--- config.mk ---
export PLATFORM = sky130hd
export DESIGN_NAME = owd_watchdog
export DESIGN_NICKNAME = d
export VERILOG_FILES = /design/src/core/owd_pkg.sv /design/src/core/owd_watchdog.sv /design/src/core/owd_sync.sv /design/src/core/owd_prescale.sv
export SDC_FILE = /design/constraint.sdc
export NUM_CORES = 1
export LEC_CHECK = 0
export BUFFER_PORTS_ARGS = -buffer_cell sky130_fd_sc_hd__buf_2
export CORE_MARGIN = 8
export CORE_UTILIZATION = 35
export DETAILED_ROUTE_END_ITERATION = 7
export SLEW_MARGIN = 20
export SYNTH_ARGS = -nofsm -noshare
export SYNTH_HDL_FRONTEND = slang
export SYNTH_SLANG_ARGS = --single-unit
--- constraint.sdc ---
create_clock -name clk_i -period 3.2 [get_ports clk_i]
set_input_delay 0.64 -clock clk_i [delete_from_list [all_inputs] [get_ports clk_i]]
set_output_delay 0.64 -clock clk_i [all_outputs]
set_load 0.01 [all_outputs]
--- src/core/owd_pkg.sv ---
package owd_pkg;

    // Bus and register map, byte address is four times the index
    localparam int unsigned ADDR_W          = 12;
    localparam int unsigned DATA_W          = 32;
    localparam logic [7:0]  CTRL_IDX        = 8'he1;
    localparam logic [7:0]  STATE_IDX       = 8'he2;
    localparam logic [7:0]  COUNT_IDX       = 8'he3;
    localparam logic [7:0]  IRQ_STATUS_IDX  = 8'he4;
    localparam logic [7:0]  IRQ_CLEAR_IDX   = 8'he5;
    localparam logic [7:0]  IRQ_ENABLE_IDX  = 8'he6;

    // Control field positions
    localparam int unsigned CTRL_FLAG_BIT    = 7;
    localparam int unsigned CTRL_ENABLE_BIT  = 5;
    localparam int unsigned CTRL_RESTART_BIT = 4;
    localparam int unsigned CTRL_IDLE_BIT    = 3;
    localparam int unsigned CTRL_SEL_LSB     = 0;
    localparam int unsigned SEL_W            = 3;
    localparam logic [7:0]  CTRL_RESET       = 8'h00;

    // Interrupt layout
    localparam int unsigned IRQ_W            = 2;
    localparam int unsigned IRQ_OVERFLOW_BIT = 0;
    localparam int unsigned IRQ_RESTART_BIT  = 1;
    localparam logic [1:0]  IRQ_RESET        = 2'h0;

    // Counting chain
    localparam int unsigned STAGE_W          = 4;
    localparam logic [3:0]  BASE_LAST        = 4'hb;
    localparam int unsigned PRESCALE_W       = 8;
    localparam int unsigned COUNT_W          = 15;
    localparam int unsigned OVERFLOW_COUNT   = 32768;

    // Timing
    localparam int unsigned CLK_PERIOD_PS     = 4000;
    localparam int unsigned CPU_RESET_NS      = 16;
    localparam int unsigned CPU_RESET_CYCLES  =
        (CPU_RESET_NS * 1000 + CLK_PERIOD_PS - 1) / CLK_PERIOD_PS;
    localparam int unsigned HOLD_W            = 4;
    localparam logic [1:0]  OPT_LOAD_AT       = 2'h2;
    localparam logic [1:0]  OPT_LOAD_DONE     = 2'h3;

    // Last prescaler state for a select code: divide is 2 << sel
    function automatic logic [PRESCALE_W-1:0] prescale_last(input logic [SEL_W-1:0] sel);
        logic [PRESCALE_W:0] div;
        div = 9'h002 << sel;
        prescale_last = PRESCALE_W'(div - 9'h001);
    endfunction : prescale_last

    function automatic logic addr_hit(input logic [ADDR_W-1:0] addr, input logic [7:0] idx);
        addr_hit = (addr == {2'h0, idx, 2'h0});
    endfunction : addr_hit

endpackage : owd_pkg

--- src/core/owd_watchdog.sv ---
// How it works
// - Counting and overflow only after enable bit 5 is set by firmware or the power-up strap.
// - Counter advances once every twelve times prescaler clock cycles.
// - Fifteen-bit free-running counter fed through an eight-bit prescaler.
// - Writing one to bit 4 restarts the count; zero does nothing.
// - Overflow asserts the CPU reset output.
// - Enable stays set until power-on reset.
// - Control survives every reset except power-on, which loads 0x00.
// - Overflow sets flag bit 7 until firmware clears it.
// - In idle, counting continues only when bit 3 is set.
// - Select code n divides by two to the power n plus one.
// - Control register is write-only; it reads as zero.
// - Enable, idle bit and select load from option straps at power-up.
// - Overflow period is full counter range times tick interval.
`timescale 1ns/1ps
`default_nettype none

module owd_watchdog #(
    parameter int unsigned OVERFLOW_COUNT = owd_pkg::OVERFLOW_COUNT
) (
    // Clock and power-on reset
    input  wire logic                          clk_i,
    input  wire logic                          rst_n_i,
    // Avalon-MM slave
    input  wire logic [owd_pkg::ADDR_W-1:0]    avs_address_i,
    input  wire logic                          avs_read_i,
    input  wire logic                          avs_write_i,
    input  wire logic [owd_pkg::DATA_W-1:0]    avs_writedata_i,
    input  wire logic [3:0]                    avs_byteenable_i,
    output logic      [owd_pkg::DATA_W-1:0]    avs_readdata_o,
    output logic                               avs_waitrequest_o,
    // CPU power state and reset
    input  wire logic                          cpu_idle_i,
    input  wire logic                          cpu_power_down_i,
    output logic                               cpu_reset_o,
    // Nonvolatile option straps
    input  wire logic                          option_enable_at_powerup_i,
    input  wire logic                          option_idle_count_i,
    input  wire logic [owd_pkg::SEL_W-1:0]     option_divide_select_i,
    // Interrupt
    output logic                               irq_o
);

    ////////////////////////////////////////////////////////////////////////////
    // Declarations

    localparam logic [owd_pkg::COUNT_W-1:0] COUNT_LAST =
        owd_pkg::COUNT_W'(OVERFLOW_COUNT - 1);

    logic                          ack_reg;
    logic [owd_pkg::DATA_W-1:0]    readdata_reg;
    logic [1:0]                    opt_cnt_reg;
    logic                          count_enable_sticky_reg;
    logic                          count_in_idle_reg;
    logic [owd_pkg::SEL_W-1:0]     divide_select_reg;
    logic                          overflow_reset_flag_reg;
    logic [owd_pkg::COUNT_W-1:0]   count_reg;
    logic [owd_pkg::HOLD_W-1:0]    reset_hold_reg;
    logic [owd_pkg::IRQ_W-1:0]     irq_status_reg;
    logic [owd_pkg::IRQ_W-1:0]     irq_enable_reg;

    logic [4:0]                    opt_sync;
    logic                          opt_load;
    logic                          wr_take;
    logic                          rd_start;
    logic                          wr_ctrl;
    logic                          wr_irq_clear;
    logic                          wr_irq_enable;
    logic [7:0]                    wbyte;
    logic                          count_restart;
    logic                          run;
    logic                          tick;
    logic                          overflow;
    logic [owd_pkg::IRQ_W-1:0]     irq_events;
    logic [owd_pkg::DATA_W-1:0]    readdata_next;

    ////////////////////////////////////////////////////////////////////////////
    // Bus slave: one wait state on every access

    assign avs_waitrequest_o = (avs_read_i || avs_write_i) && !ack_reg;
    assign wr_take           = avs_write_i && ack_reg;
    assign rd_start          = avs_read_i && !ack_reg;
    assign wbyte             = avs_byteenable_i[0] ? avs_writedata_i[7:0] : 8'h00;

    assign wr_ctrl       = wr_take && avs_byteenable_i[0]
                           && owd_pkg::addr_hit(avs_address_i, owd_pkg::CTRL_IDX);
    assign wr_irq_clear  = wr_take && avs_byteenable_i[0]
                           && owd_pkg::addr_hit(avs_address_i, owd_pkg::IRQ_CLEAR_IDX);
    assign wr_irq_enable = wr_take && avs_byteenable_i[0]
                           && owd_pkg::addr_hit(avs_address_i, owd_pkg::IRQ_ENABLE_IDX);

    always_ff @(posedge clk_i)
    begin
        if (!rst_n_i)
            ack_reg <= 1'b0;
        else
            ack_reg <= (avs_read_i || avs_write_i) && !ack_reg;
    end

    always_comb
    begin
        readdata_next = '0;
        if (owd_pkg::addr_hit(avs_address_i, owd_pkg::STATE_IDX))
        begin
            readdata_next[owd_pkg::CTRL_FLAG_BIT]   = overflow_reset_flag_reg;
            readdata_next[owd_pkg::CTRL_ENABLE_BIT] = count_enable_sticky_reg;
            readdata_next[owd_pkg::CTRL_IDLE_BIT]   = count_in_idle_reg;
            readdata_next[owd_pkg::CTRL_SEL_LSB +: owd_pkg::SEL_W] = divide_select_reg;
        end
        else if (owd_pkg::addr_hit(avs_address_i, owd_pkg::COUNT_IDX))
            readdata_next[owd_pkg::COUNT_W-1:0] = count_reg;
        else if (owd_pkg::addr_hit(avs_address_i, owd_pkg::IRQ_STATUS_IDX))
            readdata_next[owd_pkg::IRQ_W-1:0] = irq_status_reg;
        else if (owd_pkg::addr_hit(avs_address_i, owd_pkg::IRQ_ENABLE_IDX))
            readdata_next[owd_pkg::IRQ_W-1:0] = irq_enable_reg;
        // Control and unmapped addresses read as zero
    end

    always_ff @(posedge clk_i)
    begin
        if (!rst_n_i)
            readdata_reg <= '0;
        else if (rd_start)
            readdata_reg <= readdata_next;
    end

    assign avs_readdata_o = readdata_reg;

    ////////////////////////////////////////////////////////////////////////////
    // Option straps, caught after the power-on reset is released

    owd_sync #(
        .W (5)
    ) u_opt_sync (
        .clk_i   (clk_i),
        .rst_n_i (rst_n_i),
        .async_i ({option_enable_at_powerup_i, option_idle_count_i,
                   option_divide_select_i}),
        .sync_o  (opt_sync)
    );

    assign opt_load = (opt_cnt_reg == owd_pkg::OPT_LOAD_AT);

    always_ff @(posedge clk_i)
    begin
        if (!rst_n_i)
            opt_cnt_reg <= 2'h0;
        else if (opt_cnt_reg != owd_pkg::OPT_LOAD_DONE)
            opt_cnt_reg <= opt_cnt_reg + 2'h1;
    end

    ////////////////////////////////////////////////////////////////////////////
    // Control register; only the power-on reset touches it

    always_ff @(posedge clk_i)
    begin
        if (!rst_n_i)
            count_enable_sticky_reg <= owd_pkg::CTRL_RESET[owd_pkg::CTRL_ENABLE_BIT];
        else if (opt_load && opt_sync[4])
            count_enable_sticky_reg <= 1'b1;
        else if (wr_ctrl && wbyte[owd_pkg::CTRL_ENABLE_BIT])
            count_enable_sticky_reg <= 1'b1;
        // No path clears it short of power-on reset
    end

    always_ff @(posedge clk_i)
    begin
        if (!rst_n_i)
        begin
            count_in_idle_reg <= owd_pkg::CTRL_RESET[owd_pkg::CTRL_IDLE_BIT];
            divide_select_reg <= owd_pkg::CTRL_RESET[owd_pkg::SEL_W-1:0];
        end
        else if (wr_ctrl)
        begin
            count_in_idle_reg <= wbyte[owd_pkg::CTRL_IDLE_BIT];
            divide_select_reg <= wbyte[owd_pkg::CTRL_SEL_LSB +: owd_pkg::SEL_W];
        end
        else if (opt_load)
        begin
            count_in_idle_reg <= opt_sync[3];
            divide_select_reg <= opt_sync[2:0];
        end
    end

    // Overflow wins over a clearing write in the same cycle
    always_ff @(posedge clk_i)
    begin
        if (!rst_n_i)
            overflow_reset_flag_reg <= owd_pkg::CTRL_RESET[owd_pkg::CTRL_FLAG_BIT];
        else if (overflow)
            overflow_reset_flag_reg <= 1'b1;
        else if (wr_ctrl && !wbyte[owd_pkg::CTRL_FLAG_BIT])
            overflow_reset_flag_reg <= 1'b0;
    end

    ////////////////////////////////////////////////////////////////////////////
    // Counting chain

    assign count_restart = wr_ctrl && wbyte[owd_pkg::CTRL_RESTART_BIT];
    assign run = count_enable_sticky_reg && !cpu_power_down_i
                 && (!cpu_idle_i || count_in_idle_reg);

    owd_prescale u_prescale (
        .clk_i           (clk_i),
        .rst_n_i         (rst_n_i),
        .run_i           (run),
        .restart_i       (count_restart),
        .divide_select_i (divide_select_reg),
        .tick_o          (tick)
    );

    // Restart in the overflow cycle saves the chip
    assign overflow = tick && (count_reg == COUNT_LAST);

    always_ff @(posedge clk_i)
    begin
        if (!rst_n_i || count_restart)
            count_reg <= '0;
        else if (tick)
            count_reg <= (count_reg == COUNT_LAST) ? '0 : count_reg + 15'h0001;
    end

    always_ff @(posedge clk_i)
    begin
        if (!rst_n_i)
            reset_hold_reg <= '0;
        else if (overflow)
            reset_hold_reg <= owd_pkg::HOLD_W'(owd_pkg::CPU_RESET_CYCLES);
        else if (reset_hold_reg != '0)
            reset_hold_reg <= reset_hold_reg - 4'h1;
    end

    assign cpu_reset_o = (reset_hold_reg != '0);

    ////////////////////////////////////////////////////////////////////////////
    // Interrupts: sticky status, write-one clear, set wins

    assign irq_events[owd_pkg::IRQ_OVERFLOW_BIT] = overflow;
    assign irq_events[owd_pkg::IRQ_RESTART_BIT]  = count_restart;

    always_ff @(posedge clk_i)
    begin
        if (!rst_n_i)
            irq_status_reg <= owd_pkg::IRQ_RESET;
        else if (wr_irq_clear)
            irq_status_reg <= (irq_status_reg & ~wbyte[owd_pkg::IRQ_W-1:0]) | irq_events;
        else
            irq_status_reg <= irq_status_reg | irq_events;
    end

    always_ff @(posedge clk_i)
    begin
        if (!rst_n_i)
            irq_enable_reg <= owd_pkg::IRQ_RESET;
        else if (wr_irq_enable)
            irq_enable_reg <= wbyte[owd_pkg::IRQ_W-1:0];
    end

    assign irq_o = |(irq_status_reg & irq_enable_reg);
endmodule : owd_watchdog

`default_nettype wire

--- src/core/owd_sync.sv ---
`timescale 1ns/1ps
`default_nettype none

module owd_sync #(
    parameter int unsigned W = 1
) (
    // Clock and reset
    input  wire logic         clk_i,
    input  wire logic         rst_n_i,
    // Levels
    input  wire logic [W-1:0] async_i,
    output logic      [W-1:0] sync_o
);

    logic [W-1:0] meta_reg;
    logic [W-1:0] sync_reg;

    // First stage feeds only the second
    always_ff @(posedge clk_i)
    begin
        if (!rst_n_i)
        begin
            meta_reg <= '0;
            sync_reg <= '0;
        end
        else
        begin
            meta_reg <= async_i;
            sync_reg <= meta_reg;
        end
    end

    assign sync_o = sync_reg;

endmodule : owd_sync

`default_nettype wire

--- src/core/owd_prescale.sv ---
`timescale 1ns/1ps
`default_nettype none

module owd_prescale (
    // Clock and reset
    input  wire logic                          clk_i,
    input  wire logic                          rst_n_i,
    // Control
    input  wire logic                          run_i,
    input  wire logic                          restart_i,
    input  wire logic [owd_pkg::SEL_W-1:0]     divide_select_i,
    // Count enable towards the watchdog counter
    output logic                               tick_o
);

    logic [owd_pkg::STAGE_W-1:0]    stage_reg;
    logic [owd_pkg::PRESCALE_W-1:0] pre_reg;
    logic                           stage_wrap;
    logic                           pre_wrap;

    assign stage_wrap = (stage_reg == owd_pkg::BASE_LAST);
    assign pre_wrap   = (pre_reg >= owd_pkg::prescale_last(divide_select_i));
    assign tick_o     = run_i && stage_wrap && pre_wrap && !restart_i;

    // Fixed divide by twelve, then the selectable prescaler
    always_ff @(posedge clk_i)
    begin
        if (!rst_n_i || restart_i)
        begin
            stage_reg <= '0;
            pre_reg   <= '0;
        end
        else if (run_i)
        begin
            stage_reg <= stage_wrap ? '0 : stage_reg + 4'h1;
            if (stage_wrap)
            begin
                // Shrinking the select mid-count must not strand the count
                pre_reg <= pre_wrap ? '0 : pre_reg + 8'h01;
            end
        end
    end
endmodule : owd_prescale

`default_nettype wire

# Word level (Yosys, flattened, before mapping)
# Cells that the tools add are included.
# word_totals
reg_bits,69
wordCells,99
out_inout_bits,35
input_bits,59
# op_classes
shift,1
n_addsub,6
n_reduce_logical,34
n_lt_le_gt_ge,1
bitwise,6
muxes,25
n_eq_ne,10
# ops
op,n
$eq A12 B10 Y1 const B,6
$logic_and A1 B1 Y1,17
$mux W8,2
$add A15 B1 Y15 const B,1
$eq A15 B15 Y1 const B,1
$mux W15,1
$mux W13,1
$mux W3,4
$mux W1,10
$add A8 B1 Y8 const B,1
$ge A8 B8 Y1,1
$mux W2,4
$mux W4,2
$reduce_bool A2 Y1,4
$shl A2 B3 Y8 const A,1
$sub A8 B1 Y8 const B,1
$mux W7,1
$logic_not A1 Y1,6
$add A4 B1 Y4 const B,1
$and A2 B2 Y2,2
$eq A4 B4 Y1 const B,1
$or A2 B2 Y2,2
$reduce_bool A4 Y1,1
$reduce_or A2 Y1,2
other kinds (8),10

# Depth between registers and ports, before layout
# Gate-level depths: netlist of run 1.
# depth
ltp_word,9
ltp_mapped,10
mapped_depth_nobuf,7

# By module
# Synthesis of run 1 repeated with hierarchy kept, for this count alone.
# hier_totals
cells_unflattened,390
hier_area_um2,3487.1
# by_module_without_submodules
mod,seq_area_each_um2,cells_per_inst,area_per_inst_um2,instances
owd_watchdog,940.9,275,2401.1,1
owd_prescale,240.2,95,823.3,1
owd_sync,200.2,20,262.8,1

# Worst setup path after synthesis of run 1
# Ideal clock, no wire load.
# synth_path
kind,reg-to-reg
from,register divide_select_reg[2] (netlist bit)
to,register count_reg[12] (netlist bit)
stages_incl_launch_ff,10
arrival_time_ns,2.208
setup_time_ns,0.072
slack_ns,0.920
t_required_ns,3.128
path_buffers,2
period_less_slack_ns,2.280
path_cell_list,dfxtp_1 > clkbuf_1 > o21ai_0 > ha_1 > and4_1 > nor4b_1 > a22oi_2 > buf_6 > or4_1 > a21oi_1
# synth_via
elab_chain_len,5
# synth_lines
item,line,source
from (decl),owd_watchdog.sv:55,logic [owd_pkg::SEL_W-1:0] divide_select_reg;
from (signal assigned),owd_watchdog.sv:171,divide_select_reg <= owd_pkg::CTRL_RESET[owd_pkg::SEL_W-1:0];
from (signal assigned),owd_watchdog.sv:176,divide_select_reg <= wbyte[owd_pkg::CTRL_SEL_LSB +: owd_pkg::SEL_W];
from (signal assigned),owd_watchdog.sv:181,divide_select_reg <= opt_sync[2:0];
$shl A2 B3 Y8,owd_pkg.sv:47,div = 9'h002 << sel;
$sub A8 B1 Y8,owd_pkg.sv:48,prescale_last = PRESCALE_W'(div - 9'h001);
$ge A8 B8 Y1,owd_prescale.sv:22,assign pre_wrap = (pre_reg >= owd_pkg::prescale_last(divide_select_i));
$logic_and A1 B1 Y1 (2 in series),owd_prescale.sv:23,assign tick_o = run_i && stage_wrap && pre_wrap && !restart_i;
to (signal assigned),owd_watchdog.sv:220,count_reg <= (count_reg == COUNT_LAST) ? '0 : count_reg + 15'h0001;
to (decl),owd_watchdog.sv:57,logic [owd_pkg::COUNT_W-1:0] count_reg;
# No other way between the ends.
# A chain may end at the register's enable or synchronous reset.

# Final worst setup path of run 1
# layout_path
from,register divide_select_reg[1] (netlist bit)
to,register count_reg[13] (netlist bit)
# Same word-level chain as after synthesis.

==> impl_results.rst, run 1 <==
.. list-table::
   :header-rows: 1

   * - Metric
     - Value
   * - Post-layout total power
     - 1.89 mW
   * - Die Span Y
     - 115 um
   * - Final design instance area without fill
     - 0.00391 mm2
   * - Deepest level of the CTS H-tree
     - 3
   * - Library cells used by synthesis
     - 49
   * - Setup Crit Path Kind
     - register to register
   * - Highest fanout seen on the critical path
     - 30
   * - Filler Cell Count
     - 1026
   * - Worst Hold Margin
     - 0.436 ns
   * - Slack of the critical path
     - 0.676 ns
   * - Commonest register cell after synthesis
     - sky130_fd_sc_hd__dfxtp_1
   * - Final weighted congestion in routability-driven placement
     - 0.820
   * - Count of antenna diodes in the layout
     - 0
   * - Post-route non-filler standard cell count
     - 577
   * - Post-Place Cell Area
     - 0.00370 mm2
   * - HPWL reported at the end of detailed placement
     - 5.97 mm
   * - Largest area contributor in the netlist
     - sky130_fd_sc_hd__dfxtp_1
   * - Synthesized netlist cell count
     - 396
   * - Die Wd
     - 115 um
   * - Post-layout net count
     - 511
   * - Fraction of registers with async set or reset after synthesis
     - 0
   * - CTS Buffer Depth
     - 2
   * - Synth top cells by count
     - 69 x sky130_fd_sc_hd__dfxtp_1, 43 x sky130_fd_sc_hd__nor2_1, 29 x sky130_fd_sc_hd__a21oi_1, 21 x sky130_fd_sc_hd__nand2_1
   * - Total negative slack for setup checks
     - 0 ns
   * - Run status
     - complete, no violations
   * - Number of DRC markers in iteration 0
     - 193
   * - Clock tree from TritonCTS
     - done
   * - Utilization after layout
     - 0.406
   * - Sequential area share after synthesis
     - 0.404
   * - Total instance count after detailed placement
     - 561
   * - Antenna violations before repair
     - 0
   * - Most frequent cell after synthesis
     - sky130_fd_sc_hd__dfxtp_1
   * - Site Rows
     - 36
   * - Maximum ir drop on the vdd rail
     - 0.000284 V
   * - Routed wirelength normalized by instance count
     - 14.0 um
   * - Placement-stage worst setup slack
     - 0.714 ns
   * - Clk slew on worst S/H paths
     - 0.08 ns
   * - CTS sink count
     - 69
   * - Post-CTS setup repair buffer count
     - 0
   * - Number of gates resized after CTS
     - 0
   * - Avg Inst Size Synth
     - 8.63 um2
   * - Post-synth EDFFs
     - 0
   * - Fraction of layout instances using a drive strength above 1
     - 0.173
   * - Leakage power
     - 1.52 nW
   * - Required time of the critical path
     - 3.47 ns
   * - Register-to-register setup slack
     - 0.68 ns
   * - Via count of the first global-routing pass
     - 2907
   * - Initial cell density of the core
     - 0.354
   * - Wire length of the first global-routing pass
     - 13.4 mm
   * - Unrepaired setup endpoints after global routing
     - no
   * - Flip-flop and latch count after synthesis
     - 69
   * - Source-to-sink clock delay at the later pin of the worst-skew pair
     - 0.35 ns
   * - Via-to-Cell Ratio
     - 5.05
   * - Top-area cell type share of the netlist area
     - 0.404
   * - Clock root buffer
     - sky130_fd_sc_hd__clkbuf_8
   * - Grt total ovfl
     - 0
   * - CTS Buf Count
     - 9
   * - Min-Delay Path Class
     - register to register
   * - Final setup violation count
     - 0
   * - Kind of start point of the critical path
     - register
   * - Maximum number of pins on one net before global-route repair
     - 31
   * - Final worst-path cycle share
     - 0.789
   * - Number of hold buffers added after cts
     - 0
   * - CP Data Arrival Time
     - 2.80 ns
   * - Fmax achieved
     - 0.396 GHz
   * - Max-cap violation count
     - 0
   * - Cell Area, Synth
     - 0.00342 mm2
   * - Setup Skew
     - 0.0110 ns
   * - Slew at the pin closest to its max-slew limit
     - 0.710 ns
   * - Final worst path period need
     - 2.52 ns
   * - Count of warnings emitted by yosys
     - 0
   * - Total DRC errors in the routed layout
     - 0
   * - DRT Pass-1 Iters
     - 4
   * - Number of pins exceeding their max-slew limit in the final report
     - 0
   * - Power density over the cells
     - 483 mW/mm2
   * - Number of placed I/O pins
     - 94
   * - Critical path capture point type
     - register
   * - Port Buf Inserts
     - 48
   * - Global routing usage summed across all routing layers
     - 0.126
   * - Synth-to-layout area growth
     - 14.5%
   * - Antenna Violating Nets Remaining
     - 0
   * - Relative slew margins
     - 0.527
   * - Synth top area cells
     - sky130_fd_sc_hd__dfxtp_1 40%, sky130_fd_sc_hd__ha_1 4.8%, sky130_fd_sc_hd__nor2_1 4.7%
   * - Routed wire length
     - 8.07 mm
   * - Hold violation count in the final report
     - 0
   * - Die Outline Area
     - 0.0132 mm2
   * - Routed via count
     - 2913
   * - Core Box Area
     - 0.00964 mm2
==> final cells by class <==
type,instances,area [um2],share of cell area
tap,133,166,0.0425
multi-input combinational,295,1830,0.468
clock buffer,13,169,0.0432
inverter,10,37.5,0.00959
sequential,69,1380,0.353
clock inverter,3,42.5,0.0109
timing repair buffer,54,285,0.0729
==> logic make-up (layout without fill, tap and decap cells) <==
family	after synthesis	count (layout)	share of synthesized area
compound gates	86	86	0.163
xor+xnor	9	9	0.0231
fa+ha+maj	13	13	0.0476
buf+inv	48	80	0.0773
flops	69	69	0.404
mux	12	12	0.0363
other cells	1	17	0.00110
simple gates	158	158	0.247
==> where the power goes <==
group | switching [mW] | internal (mW)
logic | 0.128 | 0.0934
registers | 0.0259 | 0.893
clock network | 0.328 | 0.423
==> critical path: stages (launching register included) <==
cell and delay (ns):
sky130_fd_sc_hd__dfxtp_1 0.49, sky130_fd_sc_hd__nand3_1 0.13, sky130_fd_sc_hd__ha_1 0.33, sky130_fd_sc_hd__and4_1 0.22, sky130_fd_sc_hd__nor4b_1 0.31, sky130_fd_sc_hd__a22oi_2 0.10, sky130_fd_sc_hd__buf_4 0.24, sky130_fd_sc_hd__or4_1 0.48
sky130_fd_sc_hd__a21oi_1 0.15
==> cells in the final DEF, fill, tap and decap left out, types with 12 or more instances in the layout <==
cell	instances
sky130_fd_sc_hd__nand2_1	21
sky130_fd_sc_hd__o31ai_1	13
sky130_fd_sc_hd__conb_1	17
sky130_fd_sc_hd__nor2_1	43
sky130_fd_sc_hd__ha_1	13
sky130_fd_sc_hd__buf_2	48
sky130_fd_sc_hd__o21ai_0	12
sky130_fd_sc_hd__clkbuf_8	12
sky130_fd_sc_hd__or4_1	13
sky130_fd_sc_hd__nand3_1	17
sky130_fd_sc_hd__and2_1	12
sky130_fd_sc_hd__a21oi_1	29
sky130_fd_sc_hd__dfxtp_1	69
==> final timing paths <==
check                                                  startpoint                         endpoint  depth (start not counted)
worst max-delay path            divide_select_reg[1]$_SDFFE_PN0P_       count_reg[13]$_SDFFE_PP0P_                          8
worst min-delay path            u_opt_sync.meta_reg[0]$_SDFF_PN0_  u_opt_sync.sync_o[0]$_SDFF_PN0_                          1
worst max register to register  divide_select_reg[1]$_SDFFE_PN0P_       count_reg[13]$_SDFFE_PP0P_                          8
worst min register to register  u_opt_sync.meta_reg[0]$_SDFF_PN0_  u_opt_sync.sync_o[0]$_SDFF_PN0_                          1
==> layer usage <==
metal | GRT usage | part of all wire
met2 | 0.203 | 0.44
met4 | 0.0552 | 0.016
met1 | 0.159 | 0.49
met5 | 0 | 0
met3 | 0.0289 | 0.054
Note: power is estimated with default switching activity, not from simulation.
==> run 2, diff against run 1 <==
==> constraint.sdc (replaced) <==
create_clock -name clk_i -period 2.4 [get_ports clk_i]
set_input_delay 0.48 -clock clk_i [delete_from_list [all_inputs] [get_ports clk_i]]
set_output_delay 0.48 -clock clk_i [all_outputs]
set_load 0.01 [all_outputs]
==> run 2 against run 1 <==
Final cell count is 1.4% higher. Non-clock buffer count is 8 higher. Critical path type unchanged. Via count is 1.4% higher. Core utilization grew 0.51 points. Critical endpoint is now count_reg[5]$_SDFFE_PP0P_.
==> impl_results.rst, run 2 (same netlist as run 1, synthesis figures left out) <==
.. list-table::
   :header-rows: 1

   * - Metric
     - Value
   * - Via-to-Cell Ratio
     - 5.05 (about the same)
   * - CTS Buf Count
     - 9 (unchanged)
   * - DRT Pass-1 Iters
     - 4 (unchanged)
   * - Clock root buffer
     - sky130_fd_sc_hd__clkbuf_8
   * - Min-Delay Path Class
     - input port to register
   * - Routed wirelength normalized by instance count
     - 14.1 um (+0.80%)
   * - Final weighted congestion in routability-driven placement
     - 0.815 (-0.65%)
   * - Die Wd
     - 115 um (unchanged)
   * - Via count of the first global-routing pass
     - 2841 (-2.3%)
   * - Footprint of the multi-input gates
     - 0.00184 mm2 (+0.34%)
   * - Number of pins exceeding their max-slew limit in the final report
     - 0 (unchanged)
   * - Core Box Area
     - 0.00964 mm2 (unchanged)
   * - Worst Hold Margin
     - 0.316 ns (-0.120 ns)
   * - Post-layout net count
     - 519 (+1.6%)
   * - Unrepaired setup endpoints after global routing
     - no
   * - Filler Cell Count
     - 1002 (-2.3%)
   * - Register-to-register setup slack
     - 0.13 ns (-0.54 ns)
   * - Site Rows
     - 36 (unchanged)
   * - Source-to-sink clock delay at the later pin of the worst-skew pair
     - 0.36 ns (about the same)
   * - HPWL reported at the end of detailed placement
     - 6.09 mm (+2.0%)
   * - CTS Buffer Depth
     - 2 (unchanged)
   * - R2r startpoint
     - divide_select_reg[1]$_SDFFE_PN0P_
   * - Fraction of layout instances using a drive strength above 1
     - 0.197 (+0.0235)
   * - Leakage power
     - 1.55 nW (+1.9%)
   * - Clock tree from TritonCTS
     - done
   * - CTS sink count
     - 69 (unchanged)
   * - Count of antenna diodes in the layout
     - 0 (unchanged)
   * - Kind of cell adding the most delay to the critical path
     - simple AND/OR/NAND/NOR gates
   * - Post-CTS setup repair buffer count
     - 0 (unchanged)
   * - Part of the power in the clock network
     - 0.349 (-0.048)
   * - Initial cell density of the core
     - 0.354 (unchanged)
   * - Deepest level of the CTS H-tree
     - 3 (unchanged)
   * - Maximum number of pins on one net before global-route repair
     - 32 (+3.2%)
   * - Final worst path period need
     - 2.27 ns (-0.257 ns)
   * - Maximum ir drop on the vdd rail
     - 0.000586 V (+110%)
   * - Worst Hold End
     - u_opt_sync.meta_reg[1]$_SDFF_PN0_
   * - Total DRC errors in the routed layout
     - 0 (unchanged)
   * - Die Span Y
     - 115 um (unchanged)
   * - Antenna Violating Nets Remaining
     - 0 (unchanged)
   * - Final setup violation count
     - 0 (unchanged)
   * - Antenna violations before repair
     - 0 (unchanged)
   * - Hold violation count in the final report
     - 0 (unchanged)
   * - Worst reg2reg path endpoint
     - count_reg[5]$_SDFFE_PP0P_
   * - Most frequent standard cell in the layout excluding fill and tap cells
     - sky130_fd_sc_hd__dfxtp_1
   * - Number of hold buffers added after cts
     - 0 (unchanged)
   * - Global routing usage summed across all routing layers
     - 0.131 (+0.00451)
   * - Number of DRC markers in iteration 0
     - 146 (-24%)
   * - Register-to-Register Path Depth
     - 8 (unchanged)
   * - Net Sw Power
     - 662 uW (+37%)
   * - Max-cap violation count
     - 0 (unchanged)
   * - Slowest stage delay, CP
     - 0.48 ns (about the same)
   * - CP Data Arrival Time
     - 2.55 ns (-0.25 ns)
   * - Depth of the critical timing path with buffers and inverters included
     - 8 (unchanged)
   * - Critical path capture point type
     - register
   * - Setup Crit Path Kind
     - register to register
   * - Run status
     - complete, no violations
   * - Crit path buf inv count
     - 1 (unchanged)
   * - Routed wire length
     - 8.25 mm (+2.2%)
   * - Share of total power in combinational logic
     - 0.130 (+0.013)
   * - Flop pwr share
     - 0.521 (+0.035)
   * - Sequential standard cell area
     - 0.00138 mm2 (+0.18%)
   * - Launch point of the worst hold path
     - option_divide_select_i[1]
   * - Number of placed I/O pins
     - 94 (unchanged)
   * - Worst-path cell with the longest stage delay
     - sky130_fd_sc_hd__or4b_1
   * - Port Buf Inserts
     - 48 (unchanged)
   * - Global-route met2 utilization
     - 0.201 (-0.00118)
   * - Kind of start point of the critical path
     - register
   * - Fmax achieved
     - 0.441 GHz (+11%)
   * - GRT met1 Usage
     - 0.165 (+0.00542)
   * - Wire length of the first global-routing pass
     - 13.6 mm (+1.8%)
   * - Hold Path Depth
     - 2 (+1)
   * - Final worst-path cycle share
     - 0.944 (+0.156)
   * - Routed via count
     - 2953 (+1.4%)
   * - Cell internal power dissipation
     - 1.69 mW (+20%)
   * - Grt total ovfl
     - 0 (unchanged)
   * - Met3 track demand over resource
     - 0.0373 (+0.00840)
   * - Power density over the cells
     - 593 mW/mm2 (+23%)
   * - Synth-to-layout area growth
     - 16.0%
   * - Setup Skew
     - 0.0166 ns (+0.00557 ns)
   * - Required time of the critical path
     - 2.69 ns (-0.78 ns)
   * - Clk slew on worst S/H paths
     - 0.09 ns (about the same)
   * - Die Outline Area
     - 0.0132 mm2 (unchanged)
   * - Busiest metal layer after global routing
     - met2
   * - Total negative slack for setup checks
     - 0 ns (unchanged)
   * - Highest-count cells in the layout ignoring fill and taps
     - 67 x sky130_fd_sc_hd__dfxtp_1, 48 x sky130_fd_sc_hd__buf_2, 43 x sky130_fd_sc_hd__nor2_1, 29 x sky130_fd_sc_hd__a21oi_1, 21 x sky130_fd_sc_hd__nand2_1
   * - Switch share
     - 0.282 (+0.0270)
   * - Chain of cells forming the critical path
     - o21ai_0 > ha_1 > and4_1 > nor4b_2 > a22oi_2 > buf_12 > or4b_1 > a21oi_1
   * - Highest fanout seen on the critical path
     - 31 (+3.3%)
==> run 2: cell count changes in the layout (fill, tap and decap cells not counted), moves of 2 or more <==
cell	previous run	this run
sky130_fd_sc_hd__clkinvlp_4	1	3
sky130_fd_sc_hd__buf_12	0	2
sky130_fd_sc_hd__clkinv_2	1	4
sky130_fd_sc_hd__dfxtp_2	0	2
sky130_fd_sc_hd__clkbuf_8	12	9
sky130_fd_sc_hd__dfxtp_1	69	67
sky130_fd_sc_hd__buf_4	6	12
==> run 2: final cells by class <==
cell class                 count  area share
multi-input combinational    295       0.464
inverter                      10     0.00948
tap                          133      0.0420
sequential                    69       0.349
timing repair buffer          62      0.0935
clock inverter                 7      0.0107
clock buffer                   9      0.0313
==> run 2: worst max path at each step <==
| stage | startpoint | endpoint | slack [ns] |
|---|---|---|---|
| 3_5_place_dp | divide_select_reg[2]$_SDFFE_PN0P_ | count_reg[5]$_SDFFE_PP0P_ | 0.006 |
| 3_3_place_gp | divide_select_reg[1]$_SDFFE_PN0P_ | reset_hold_reg[1]$_SDFFE_PP0P_ | 0.04 |
| 5_1_grt | divide_select_reg[2]$_SDFFE_PN0P_ | count_reg[10]$_SDFFE_PP0P_ | 0.01 |
| 4_1_cts | divide_select_reg[2]$_SDFFE_PN0P_ | count_reg[11]$_SDFFE_PP0P_ | 0.06 |
| 2_1_floorplan | divide_select_reg[2]$_SDFFE_PN0P_ | count_reg[12]$_SDFFE_PP0P_ | 0.12 |
| 6_report | divide_select_reg[1]$_SDFFE_PN0P_ | count_reg[5]$_SDFFE_PP0P_ | 0.13 |
==> run 2: per-stage QoR <==
| stage | worst slack, ns | util | area (um2) | power, mW | cells |
|---|---|---|---|---|---|
| after floorplan | 0.120 | - | 3480 | 1.48 | 412 |
| after global placement | 0.0371 | 0.393 | 3790 | 1.54 | 569 |
| after detailed placement | 0.00580 | 0.393 | 3790 | 1.55 | 569 |
| after CTS | 0.0641 | 0.411 | 3960 | 2.37 | 585 |
| after global routing | 0.00987 | 0.411 | 3960 | 2.47 | 585 |
| final | 0.133 | 0.411 | 3960 | 2.35 | 585 |
==> run 2: power groups by stage <==
stage / Combinational [mW] / Sequential, mW / Clock (mW)
2_1_floorplan: 0.238 / 1.24 / 0
3_5_place_dp: 0.305 / 1.25 / 0
3_3_place_gp: 0.296 / 1.25 / 0
4_1_cts: 0.307 / 1.22 / 0.840
6_report: 0.305 / 1.22 / 0.820
5_1_grt: 0.343 / 1.23 / 0.897
==> run 2: what timing repair did <==
action                     CTS  global route
setup endpoints to repair    4            13
resized for setup            1             3
gates cloned                 0             0
==> run 2: routing by layer <==
layer / routed length [um] / vias up
met4: 206 / 0
met2: 3580 / 76
met3: 450 / 13
met5: 0 / -
met1: 4010 / 1365
li1: - / 1499
